--- config.mk ---
export PLATFORM = sky130hd
export DESIGN_NAME = bsc_unit
export DESIGN_NICKNAME = d
export VERILOG_FILES = /design/src/common/bsc_pkg.sv /design/src/common/bsc_cmp_if.sv /design/src/hw/bsc_compare.sv /design/src/hw/bsc_unit.sv
export SDC_FILE = /design/constraint.sdc
export NUM_CORES = 1
export LEC_CHECK = 0
export ABC_AREA = 1
export BUFFER_PORTS_ARGS = -buffer_cell sky130_fd_sc_hd__buf_2
export CORE_MARGIN = 4
export CORE_UTILIZATION = 45
export CTS_BUF_LIST = sky130_fd_sc_hd__clkbuf_4
export DETAILED_ROUTE_END_ITERATION = 10
export PLACE_DENSITY = 0.66
export RECOVER_POWER = 100
export SETUP_SLACK_MARGIN = 0.2
export SLEW_MARGIN = 0
export SYNTH_ARGS = -nofsm -noshare
export SYNTH_HDL_FRONTEND = slang
export SYNTH_SLANG_ARGS = --single-unit
--- constraint.sdc ---
create_clock -name clk_in -period 4.76 [get_ports clk_in]
set_clock_uncertainty 0.1 [all_clocks]
set_input_delay 0.952 -clock clk_in [delete_from_list [all_inputs] [get_ports clk_in]]
set_output_delay 0.952 -clock clk_in [all_outputs]
set_load 0.05 [all_outputs]
--- src/common/bsc_pkg.sv ---
// constants and types for the branch, skip and compare unit
package bsc_pkg;
  localparam int PC_W = 16;
  localparam int DATA_W = 8;
  localparam int IO_ADDR_W = 6;
  localparam int REG_ADDR_W = 5;
  localparam int OFS_W = 7;
  // status flag positions
  localparam int FLAG_C = 0;
  localparam int FLAG_Z = 1;
  localparam int FLAG_N = 2;
  localparam int FLAG_V = 3;
  localparam int FLAG_S = 4;
  localparam int FLAG_H = 5;
  localparam int FLAG_T = 6;
  localparam int FLAG_I = 7;
  localparam logic [7:0] FLAGS_RESET = 8'h00;
  localparam logic [15:0] PC_RESET = 16'h0000;
  localparam logic [15:0] SP_RESET = 16'h04ff;
  localparam logic [15:0] PC_ONE = 16'h0001;
  localparam logic [15:0] PC_TWO = 16'h0002;
  localparam logic [15:0] PC_THREE = 16'h0003;
  localparam logic [15:0] SP_TWO = 16'h0002;
  localparam logic [15:0] SP_ONE = 16'h0001;
  localparam logic [3:0] NIB_MASK = 4'hf;
  // operation codes delivered by decode
  typedef enum logic [4:0] {
    BSC_OP_NONE, BSC_OP_CALL, BSC_OP_SUB_EXIT, BSC_OP_INT_EXIT,
    BSC_OP_CMP_SKIP_EQ, BSC_OP_CMP_REGS, BSC_OP_CMP_BORROW, BSC_OP_CMP_IMM,
    BSC_OP_SKIP_REG_LOW, BSC_OP_SKIP_REG_HIGH, BSC_OP_SKIP_IO_LOW, BSC_OP_SKIP_IO_HIGH,
    BSC_OP_BR_FLAG_HIGH, BSC_OP_BR_FLAG_LOW, BSC_OP_BR_EQUAL, BSC_OP_BR_UNEQUAL,
    BSC_OP_BR_CARRY_HIGH, BSC_OP_BR_CARRY_LOW, BSC_OP_BR_UNSIGNED_GE,
    BSC_OP_BR_UNSIGNED_LT, BSC_OP_BR_NEGATIVE, BSC_OP_BR_NONNEGATIVE,
    BSC_OP_BR_SIGNED_GE, BSC_OP_BR_SIGNED_LT, BSC_OP_BR_HALFCARRY_HIGH,
    BSC_OP_BR_HALFCARRY_LOW, BSC_OP_BR_TRANSFER_HIGH, BSC_OP_BR_TRANSFER_LOW,
    BSC_OP_BR_OVERFLOW_HIGH, BSC_OP_BR_OVERFLOW_LOW
  } bsc_op_t;
  typedef enum logic [2:0] {
    BSC_ST_IDLE, BSC_ST_WAIT, BSC_ST_STACK1, BSC_ST_STACK2, BSC_ST_STACK3
  } bsc_state_t;
endpackage

--- src/common/bsc_cmp_if.sv ---
// compare operands and resulting flags between the unit and its comparator
`timescale 1ns/1ps
`default_nettype none
interface bsc_cmp_if;
  logic [7:0] lhs;
  logic [7:0] rhs;
  logic carry_in;
  logic use_carry;
  logic z_in;
  logic [7:0] flags_in;
  logic [7:0] flags_out;
  modport ctrl (output lhs, output rhs, output carry_in, output use_carry, output z_in,
    output flags_in, input flags_out);
  modport alu (input lhs, input rhs, input carry_in, input use_carry, input z_in,
    input flags_in, output flags_out);
endinterface
`default_nettype wire

--- src/hw/bsc_compare.sv ---
// subtract-without-store comparator producing status flags
`timescale 1ns/1ps
`default_nettype none
module bsc_compare (
  bsc_cmp_if.alu cmp // operands in, flags out
);
  logic [8:0] diff;
  logic [4:0] half;
  logic [7:0] r;
  logic bin;
  always_comb begin
    bin = cmp.use_carry & cmp.carry_in;
    diff = {1'b0, cmp.lhs} - {1'b0, cmp.rhs} - {8'h00, bin};
    half = {1'b0, cmp.lhs[3:0] & bsc_pkg::NIB_MASK} - {1'b0, cmp.rhs[3:0]} - {4'h0, bin};
    r = diff[7:0];
    cmp.flags_out = cmp.flags_in;
    cmp.flags_out[bsc_pkg::FLAG_C] = diff[8];
    cmp.flags_out[bsc_pkg::FLAG_H] = half[4];
    cmp.flags_out[bsc_pkg::FLAG_N] = r[7];
    cmp.flags_out[bsc_pkg::FLAG_V] = (cmp.lhs[7] & ~cmp.rhs[7] & ~r[7]) |
      (~cmp.lhs[7] & cmp.rhs[7] & r[7]);
    cmp.flags_out[bsc_pkg::FLAG_S] = r[7] ^ cmp.flags_out[bsc_pkg::FLAG_V];
    // borrow form keeps zero only if it was already set, for multi-byte compares
    cmp.flags_out[bsc_pkg::FLAG_Z] = cmp.use_carry ? ((r == 8'h00) & cmp.z_in) : (r == 8'h00);
  end
endmodule
`default_nettype wire

--- src/hw/bsc_unit.sv ---
// branch, skip, compare, call and return control unit of the core
// Function
// - equal-compare of two registers skips the next instruction when equal
// - a skip adds two words past one-word, three past two-word instructions
// - compares subtract register, register with carry or constant; flags only
// - register-bit-low skip skips when the chosen register bit is zero
// - register-bit-high skip skips when the chosen register bit is one
// - io-bit-low skip skips when the chosen io register bit is zero
// - io-bit-high skip skips when the chosen io register bit is one
// - flag-high branch jumps to pc plus offset plus one when indexed flag set
// - flag-low branch jumps when indexed flag is zero, else continues
// - carry-low and unsigned-same-or-higher both branch when carry is zero
// - signed greater-or-equal branches when negative xor overflow is zero
// - signed less-than branches when negative xor overflow is one
// - half-carry branches follow the half-carry flag set or clear
// - transfer branches follow the transfer flag set or clear
// - overflow branches follow the overflow flag; branches and skips keep flags
`timescale 1ns/1ps
`default_nettype none
module bsc_unit #(
  parameter int PC_WIDTH = 16 // program counter width in bits
) (
  input wire logic clk_in, // core clock
  input wire logic srst_in, // synchronous reset, active high
  input wire logic issue_in, // decode presents an instruction this cycle
  input wire bsc_pkg::bsc_op_t op_in, // decoded operation
  input wire logic [7:0] rd_val_in, // destination register value
  input wire logic [7:0] rr_val_in, // source register value
  input wire logic [7:0] imm_in, // immediate constant
  input wire logic [2:0] bit_sel_in, // bit or flag index
  input wire logic [6:0] offset_in, // signed branch offset in words
  input wire logic [PC_WIDTH-1:0] target_in, // absolute call target
  input wire logic [7:0] io_val_in, // addressed io register value
  input wire logic next_two_word_in, // following instruction is two words
  input wire logic [7:0] stack_rdata_in, // stack read data
  output logic busy_out, // unit holds decode off
  output logic [PC_WIDTH-1:0] pc_out, // program counter
  output logic [7:0] flags_out, // status_flags register
  output logic stack_we_out, // stack write strobe
  output logic stack_re_out, // stack read strobe
  output logic [15:0] stack_addr_out, // stack address
  output logic [7:0] stack_wdata_out // stack write data
);
  bsc_cmp_if cmp ();
  bsc_compare u_cmp (.cmp(cmp));

  bsc_pkg::bsc_state_t state_reg, state_next;
  logic [PC_WIDTH-1:0] pc_reg, pc_next;
  logic [7:0] flags_reg, flags_next;
  logic [15:0] sp_reg, sp_next;
  logic [1:0] wait_reg, wait_next;
  logic [PC_WIDTH-1:0] ret_reg, ret_next;
  logic [PC_WIDTH-1:0] pc_inc, pc_branch, pc_skip;
  logic cond, is_branch, is_skip, skip_cond, is_cmp;
  logic stack_we_reg, stack_re_reg;
  logic [15:0] stack_addr_reg;
  logic [7:0] stack_wdata_reg;

  assign cmp.lhs = rd_val_in;
  assign cmp.rhs = (op_in == bsc_pkg::BSC_OP_CMP_IMM) ? imm_in : rr_val_in;
  assign cmp.carry_in = flags_reg[bsc_pkg::FLAG_C];
  assign cmp.use_carry = (op_in == bsc_pkg::BSC_OP_CMP_BORROW);
  assign cmp.z_in = flags_reg[bsc_pkg::FLAG_Z];
  assign cmp.flags_in = flags_reg;

  assign pc_inc = pc_reg + PC_WIDTH'(bsc_pkg::PC_ONE);
  // offset is sign extended; pc plus offset plus one
  assign pc_branch = pc_inc + {{(PC_WIDTH-7){offset_in[6]}}, offset_in};
  assign pc_skip = pc_reg + (next_two_word_in ? PC_WIDTH'(bsc_pkg::PC_THREE)
    : PC_WIDTH'(bsc_pkg::PC_TWO));

  always_comb begin
    cond = 1'b0;
    is_branch = 1'b1;
    case (op_in)
      bsc_pkg::BSC_OP_BR_FLAG_HIGH: cond = flags_reg[bit_sel_in];
      bsc_pkg::BSC_OP_BR_FLAG_LOW: cond = ~flags_reg[bit_sel_in];
      bsc_pkg::BSC_OP_BR_EQUAL: cond = flags_reg[bsc_pkg::FLAG_Z];
      bsc_pkg::BSC_OP_BR_UNEQUAL: cond = ~flags_reg[bsc_pkg::FLAG_Z];
      bsc_pkg::BSC_OP_BR_CARRY_HIGH,
      bsc_pkg::BSC_OP_BR_UNSIGNED_LT: cond = flags_reg[bsc_pkg::FLAG_C];
      bsc_pkg::BSC_OP_BR_CARRY_LOW,
      bsc_pkg::BSC_OP_BR_UNSIGNED_GE: cond = ~flags_reg[bsc_pkg::FLAG_C];
      bsc_pkg::BSC_OP_BR_NEGATIVE: cond = flags_reg[bsc_pkg::FLAG_N];
      bsc_pkg::BSC_OP_BR_NONNEGATIVE: cond = ~flags_reg[bsc_pkg::FLAG_N];
      bsc_pkg::BSC_OP_BR_SIGNED_GE:
        cond = ~(flags_reg[bsc_pkg::FLAG_N] ^ flags_reg[bsc_pkg::FLAG_V]);
      bsc_pkg::BSC_OP_BR_SIGNED_LT:
        cond = flags_reg[bsc_pkg::FLAG_N] ^ flags_reg[bsc_pkg::FLAG_V];
      bsc_pkg::BSC_OP_BR_HALFCARRY_HIGH: cond = flags_reg[bsc_pkg::FLAG_H];
      bsc_pkg::BSC_OP_BR_HALFCARRY_LOW: cond = ~flags_reg[bsc_pkg::FLAG_H];
      bsc_pkg::BSC_OP_BR_TRANSFER_HIGH: cond = flags_reg[bsc_pkg::FLAG_T];
      bsc_pkg::BSC_OP_BR_TRANSFER_LOW: cond = ~flags_reg[bsc_pkg::FLAG_T];
      bsc_pkg::BSC_OP_BR_OVERFLOW_HIGH: cond = flags_reg[bsc_pkg::FLAG_V];
      bsc_pkg::BSC_OP_BR_OVERFLOW_LOW: cond = ~flags_reg[bsc_pkg::FLAG_V];
      default: is_branch = 1'b0;
    endcase
  end

  always_comb begin
    skip_cond = 1'b0;
    is_skip = 1'b1;
    case (op_in)
      bsc_pkg::BSC_OP_CMP_SKIP_EQ: skip_cond = (rd_val_in == rr_val_in);
      bsc_pkg::BSC_OP_SKIP_REG_LOW: skip_cond = ~rr_val_in[bit_sel_in];
      bsc_pkg::BSC_OP_SKIP_REG_HIGH: skip_cond = rr_val_in[bit_sel_in];
      bsc_pkg::BSC_OP_SKIP_IO_LOW: skip_cond = ~io_val_in[bit_sel_in];
      bsc_pkg::BSC_OP_SKIP_IO_HIGH: skip_cond = io_val_in[bit_sel_in];
      default: is_skip = 1'b0;
    endcase
  end

  assign is_cmp = (op_in == bsc_pkg::BSC_OP_CMP_REGS) || (op_in == bsc_pkg::BSC_OP_CMP_BORROW)
    || (op_in == bsc_pkg::BSC_OP_CMP_IMM);

  always_comb begin
    state_next = state_reg;
    pc_next = pc_reg;
    flags_next = flags_reg;
    sp_next = sp_reg;
    wait_next = wait_reg;
    ret_next = ret_reg;
    case (state_reg)
      bsc_pkg::BSC_ST_IDLE: begin
        if (issue_in) begin
          pc_next = pc_inc;
          if (is_cmp) begin
            flags_next = cmp.flags_out;
          end else if (is_branch && cond) begin
            // taken branch spends one extra cycle refilling fetch
            pc_next = pc_branch;
            wait_next = 2'd1;
            state_next = bsc_pkg::BSC_ST_WAIT;
          end else if (is_skip && skip_cond) begin
            pc_next = pc_skip;
            wait_next = next_two_word_in ? 2'd2 : 2'd1;
            state_next = bsc_pkg::BSC_ST_WAIT;
          end else if (op_in == bsc_pkg::BSC_OP_CALL) begin
            ret_next = PC_WIDTH'(pc_reg + PC_WIDTH'(bsc_pkg::PC_TWO)); // two-word call
            pc_next = pc_reg;
            state_next = bsc_pkg::BSC_ST_STACK1;
          end else if (op_in == bsc_pkg::BSC_OP_SUB_EXIT
              || op_in == bsc_pkg::BSC_OP_INT_EXIT) begin
            pc_next = pc_reg;
            if (op_in == bsc_pkg::BSC_OP_INT_EXIT) begin
              flags_next[bsc_pkg::FLAG_I] = 1'b1;
            end
            ret_next = '0;
            state_next = bsc_pkg::BSC_ST_STACK1;
          end
        end
      end
      bsc_pkg::BSC_ST_WAIT: begin
        wait_next = wait_reg - 2'd1;
        if (wait_reg == 2'd1) begin
          state_next = bsc_pkg::BSC_ST_IDLE;
        end
      end
      bsc_pkg::BSC_ST_STACK1: begin
        state_next = bsc_pkg::BSC_ST_STACK2;
      end
      bsc_pkg::BSC_ST_STACK2: begin
        state_next = bsc_pkg::BSC_ST_STACK3;
      end
      bsc_pkg::BSC_ST_STACK3: begin
        state_next = bsc_pkg::BSC_ST_IDLE;
      end
      default: state_next = bsc_pkg::BSC_ST_IDLE;
    endcase
  end

  // stack side effects: push low then high on call, pop high then low on return
  logic is_push_reg;
  always_ff @(posedge clk_in) begin
    if (srst_in) begin
      is_push_reg <= 1'b0;
    end else if (state_reg == bsc_pkg::BSC_ST_IDLE && issue_in) begin
      is_push_reg <= (op_in == bsc_pkg::BSC_OP_CALL);
    end
  end

  always_ff @(posedge clk_in) begin
    if (srst_in) begin
      stack_we_reg <= 1'b0;
      stack_re_reg <= 1'b0;
      stack_addr_reg <= 16'h0000;
      stack_wdata_reg <= 8'h00;
      sp_reg <= bsc_pkg::SP_RESET;
    end else begin
      stack_we_reg <= 1'b0;
      stack_re_reg <= 1'b0;
      if (state_next == bsc_pkg::BSC_ST_STACK1 || state_next == bsc_pkg::BSC_ST_STACK2) begin
        if (state_next == bsc_pkg::BSC_ST_STACK1 ? (op_in == bsc_pkg::BSC_OP_CALL)
            : is_push_reg) begin
          stack_we_reg <= 1'b1;
          stack_addr_reg <= sp_reg;
          sp_reg <= sp_reg - bsc_pkg::SP_ONE;
          stack_wdata_reg <= (state_next == bsc_pkg::BSC_ST_STACK1)
            ? 8'(ret_next) : 8'(ret_reg >> 8);
        end else begin
          stack_re_reg <= 1'b1;
          stack_addr_reg <= sp_reg + bsc_pkg::SP_ONE;
          sp_reg <= sp_reg + bsc_pkg::SP_ONE;
        end
      end
    end
  end

  // popped bytes land one cycle after each read strobe
  logic [7:0] pop_hi_reg;
  always_ff @(posedge clk_in) begin
    if (srst_in) begin
      pop_hi_reg <= 8'h00;
    end else if (state_reg == bsc_pkg::BSC_ST_STACK2 && !is_push_reg) begin
      pop_hi_reg <= stack_rdata_in;
    end
  end

  always_ff @(posedge clk_in) begin
    if (srst_in) begin
      state_reg <= bsc_pkg::BSC_ST_IDLE;
      pc_reg <= PC_WIDTH'(bsc_pkg::PC_RESET);
      flags_reg <= bsc_pkg::FLAGS_RESET;
      wait_reg <= 2'd0;
      ret_reg <= '0;
    end else begin
      state_reg <= state_next;
      flags_reg <= flags_next;
      wait_reg <= wait_next;
      ret_reg <= ret_next;
      if (state_reg == bsc_pkg::BSC_ST_STACK3) begin
        pc_reg <= is_push_reg ? target_in
          : PC_WIDTH'({pop_hi_reg, stack_rdata_in});
      end else begin
        pc_reg <= pc_next;
      end
    end
  end

  assign busy_out = (state_reg != bsc_pkg::BSC_ST_IDLE);
  assign pc_out = pc_reg;
  assign flags_out = flags_reg;
  assign stack_we_out = stack_we_reg;
  assign stack_re_out = stack_re_reg;
  assign stack_addr_out = stack_addr_reg;
  assign stack_wdata_out = stack_wdata_reg;
endmodule
`default_nettype wire

==> results.cfg <==
[job]
maxCapViolations = 2

[clock_tree]
clk_pin_slew_worst_paths_ns = 0.15
htreeDepth = 3
clk_latency_ns = 0.46
holdBufCountCts = 0
clockBufferDepth = 2
cts_sinks = 87
cts_tree = built
cts_buffers = 9
cts_setup_buffers = 0
cts_resized = 0
cts-root-buf = clkbuf_4

[critical_path]
crit_fanout = 10
startpoint_type = input pin
path_cells = clkbuf_1 -> nand2_1 -> inv_1 -> nand4_1 -> clkbuf_1 -> nor2_1 -> a21oi_1 -> ha_1 -> inv_1 -> ha_1 -> inv_1 -> o21bai_1 -> a21oi_1 -> o21bai_1 -> nand2_1 -> nand2_1 -> a21oi_1 -> nand2_1 -> nand2_1 -> o21ai_0 -> inv_1
critical_path_class = in -> reg
crit_path_frequent_cell = nand2_1
worst_path_max_delay_cell = ha_1
arrival_ns = 4.14
cp-startpoint = op_in[1]
reg2reg_depth = 17
r2r-start = pc_out[2]
reg2reg_slack_ns = 1.25
end_kind = register
r2r-end = pc_out[9]
critPathMaxStageDelay_ns = 0.33
cp_data_required_time_ns = 5.03

[place]
postPlaceCellArea_mm2 = 0.00852
place_congestion = 0.915
io_buffers = 124
post-place-cells = 1578
dp_hpwl_mm = 17.9

[cells_and_area]
area_growth_pct = 7.84
final_layout_size_suffix_gt1_share_pct = 10.0
layoutNonFillerInstCount = 1593
fin_area_mm2 = 0.00850
antenna_cells = 0
nets = 1481

[global_route]
antenna_found_initial = 0
grt-ovfl-total = 0
grt_pass1_wl_mm = 36.9
grt_usage_pct = 22.5
grt_pass1_vias = 7689
grt_max_degree = 45

[logic_synthesis]
synth_cells = 1269
synth-seq-cells = 87
synth_top_area_cell = dfxtp_1
synthMostInstantiatedCell = nand2_1
async_flop_share_pct = 0
synth_top_area_share_pct = 22.1
synth_warnings = 0
netlist-cell-type-count = 57
syn-num-nets = 1386
synth_area_leaders = dfxtp_1 22%, nand2_1 16%, inv_1 8.1%
ys.flop_type = dfxtp_1
synth-edff-count = 0
yosysSeqAreaShare_pct = 22.1
yosys-top-cells-count = 345 x nand2_1, 171 x inv_1, 100 x nand3_1, 93 x nor2_1, 87 x dfxtp_1
syn_area_mm2 = 0.00788
syn_avg_cell_area_um2 = 6.21

[hold_path]
hold_end = pop_hi_reg[4]
hold_depth = 2
hp-start = pop_hi_reg[4]
hold_path.class = reg -> reg

[detailed_routing]
vias = 8191
drtIter0Drc = 503
drc = 0
routedWlPerCell_um = 14.3
wirelength_mm = 22.8
first_pass_iters = 8
drtAntennaViolNets = 0
routed_via_density = 5.14

[timing]
max_freq_mhz = 258
drv_slew = 70
hold_viol_final = 0
rsz0062_at_grt = false
setup_violations = 0
min_period_ns = 3.87
fin_crit_sh_pct = 81.3
fin_tns_setup_ns = 0
relSlewSlack_pct = -48.4
tightest_slew_ns = 2.23

[die]
die-area_mm2 = 0.0197
initial_utilization_pct = 45.7
die_width_um = 140
core_mm2 = 0.0172
die-height_um = 140
num_rows = 48
io_pins = 126

[run_status]
status = finished, violations left
violations = max-capacitance violations, max-slew violations

[pwr]
p_per_area_mw_per_mm2 = 228
peakVddDrop_mv = 0.179
leakage_nw = 4.02
-- worst max path at each step --
stage	to	slack, ns	cells past startpoint
global placement	flags_out[0]	0.77	21
global route	state_reg[0]	0.49	14
CTS	flags_out[0]	1.16	21
floorplan	flags_out[3]	1.10	16
detailed placement	flags_out[0]	0.64	21
finish	flags_out[0]	0.89	21
-- placed cells by master (no fill, tap or decap), types with 7 or more instances in the layout --
cell,netlist,routed
nor3_1,17,17
a21oi_1,76,77
nor2_1,93,98
clkbuf_4,0,9
nand2_1,345,355
ha_1,39,39
o211ai_1,22,22
inv_1,171,175
inv_2,14,9
o21ai_0,73,84
clkbuf_1,15,54
dfxtp_1,87,87
xor2_1,54,54
buf_2,6,72
nand4_1,9,9
nor2_4,10,7
nand3_1,100,101
o21ai_1,15,8
a31oi_1,11,11
-- cell families after synthesis --
family	Yosys count	share of synthesized area, %
XOR/XNOR	59	6.56
buffers and inverters	236	13.0
AND/OR/NAND/NOR	620	35.0
adder cells (fa/ha/maj)	42	6.95
flip-flops	87	22.1
multiplexers	1	0.127
AO/OA/AOI/OAI	223	16.1
other	1	0.0476
-- power by group --
| group | switching, W | internal, W | total, W |
|---|---|---|---|
| Combinational | 0.000484 | 0.000231 | 0.000714 |
| Clock | 0.000270 | 0.000155 | 0.000425 |
| Sequential | 0.0000420 | 0.000760 | 0.000802 |
| Total | 0.000796 | 0.00115 | 0.00194 |
-- per-stage QoR --
step / setup slack [ns] / hold WS (ns) / power (W) / utilization, %
finish: 0.889 / 0.355 / 0.00194 / 49.3
global route: 0.489 / 0.390 / 0.00208 / 49.3
CTS: 1.16 / 0.361 / 0.00197 / 50.2
detailed placement: 0.639 / 0.342 / 0.00155 / 49.5
global placement: 0.770 / 0.340 / 0.00155 / 49.5
floorplan: 1.10 / 0.325 / 0.00137 / -
-- critical path: cells and delay by family --
kind	cells	cell delay, ns
simple gates	7	0.82
compound gates	6	0.90
buf+inv	6	0.83
fa+ha+maj	2	0.61
-- per-layer routing --
metal	wire, µm	up-vias	track usage, %
met4	512	0	6.17
met2	10400	213	37.3
li1	-	4273	-
met3	1230	41	4.10
met5	0	-	0
met1	10600	3664	30.0
-- layout make-up --
type,count,area [µm²]
repair buffers,130,593
fillers,1886,8740
flip-flops and latches,87,1740
clock inverters,6,62.6
inverters,190,723
multi-input cells,946,5030
well taps,225,282
clock buffers,9,67.6
Power figures use the tool's default switching activity.
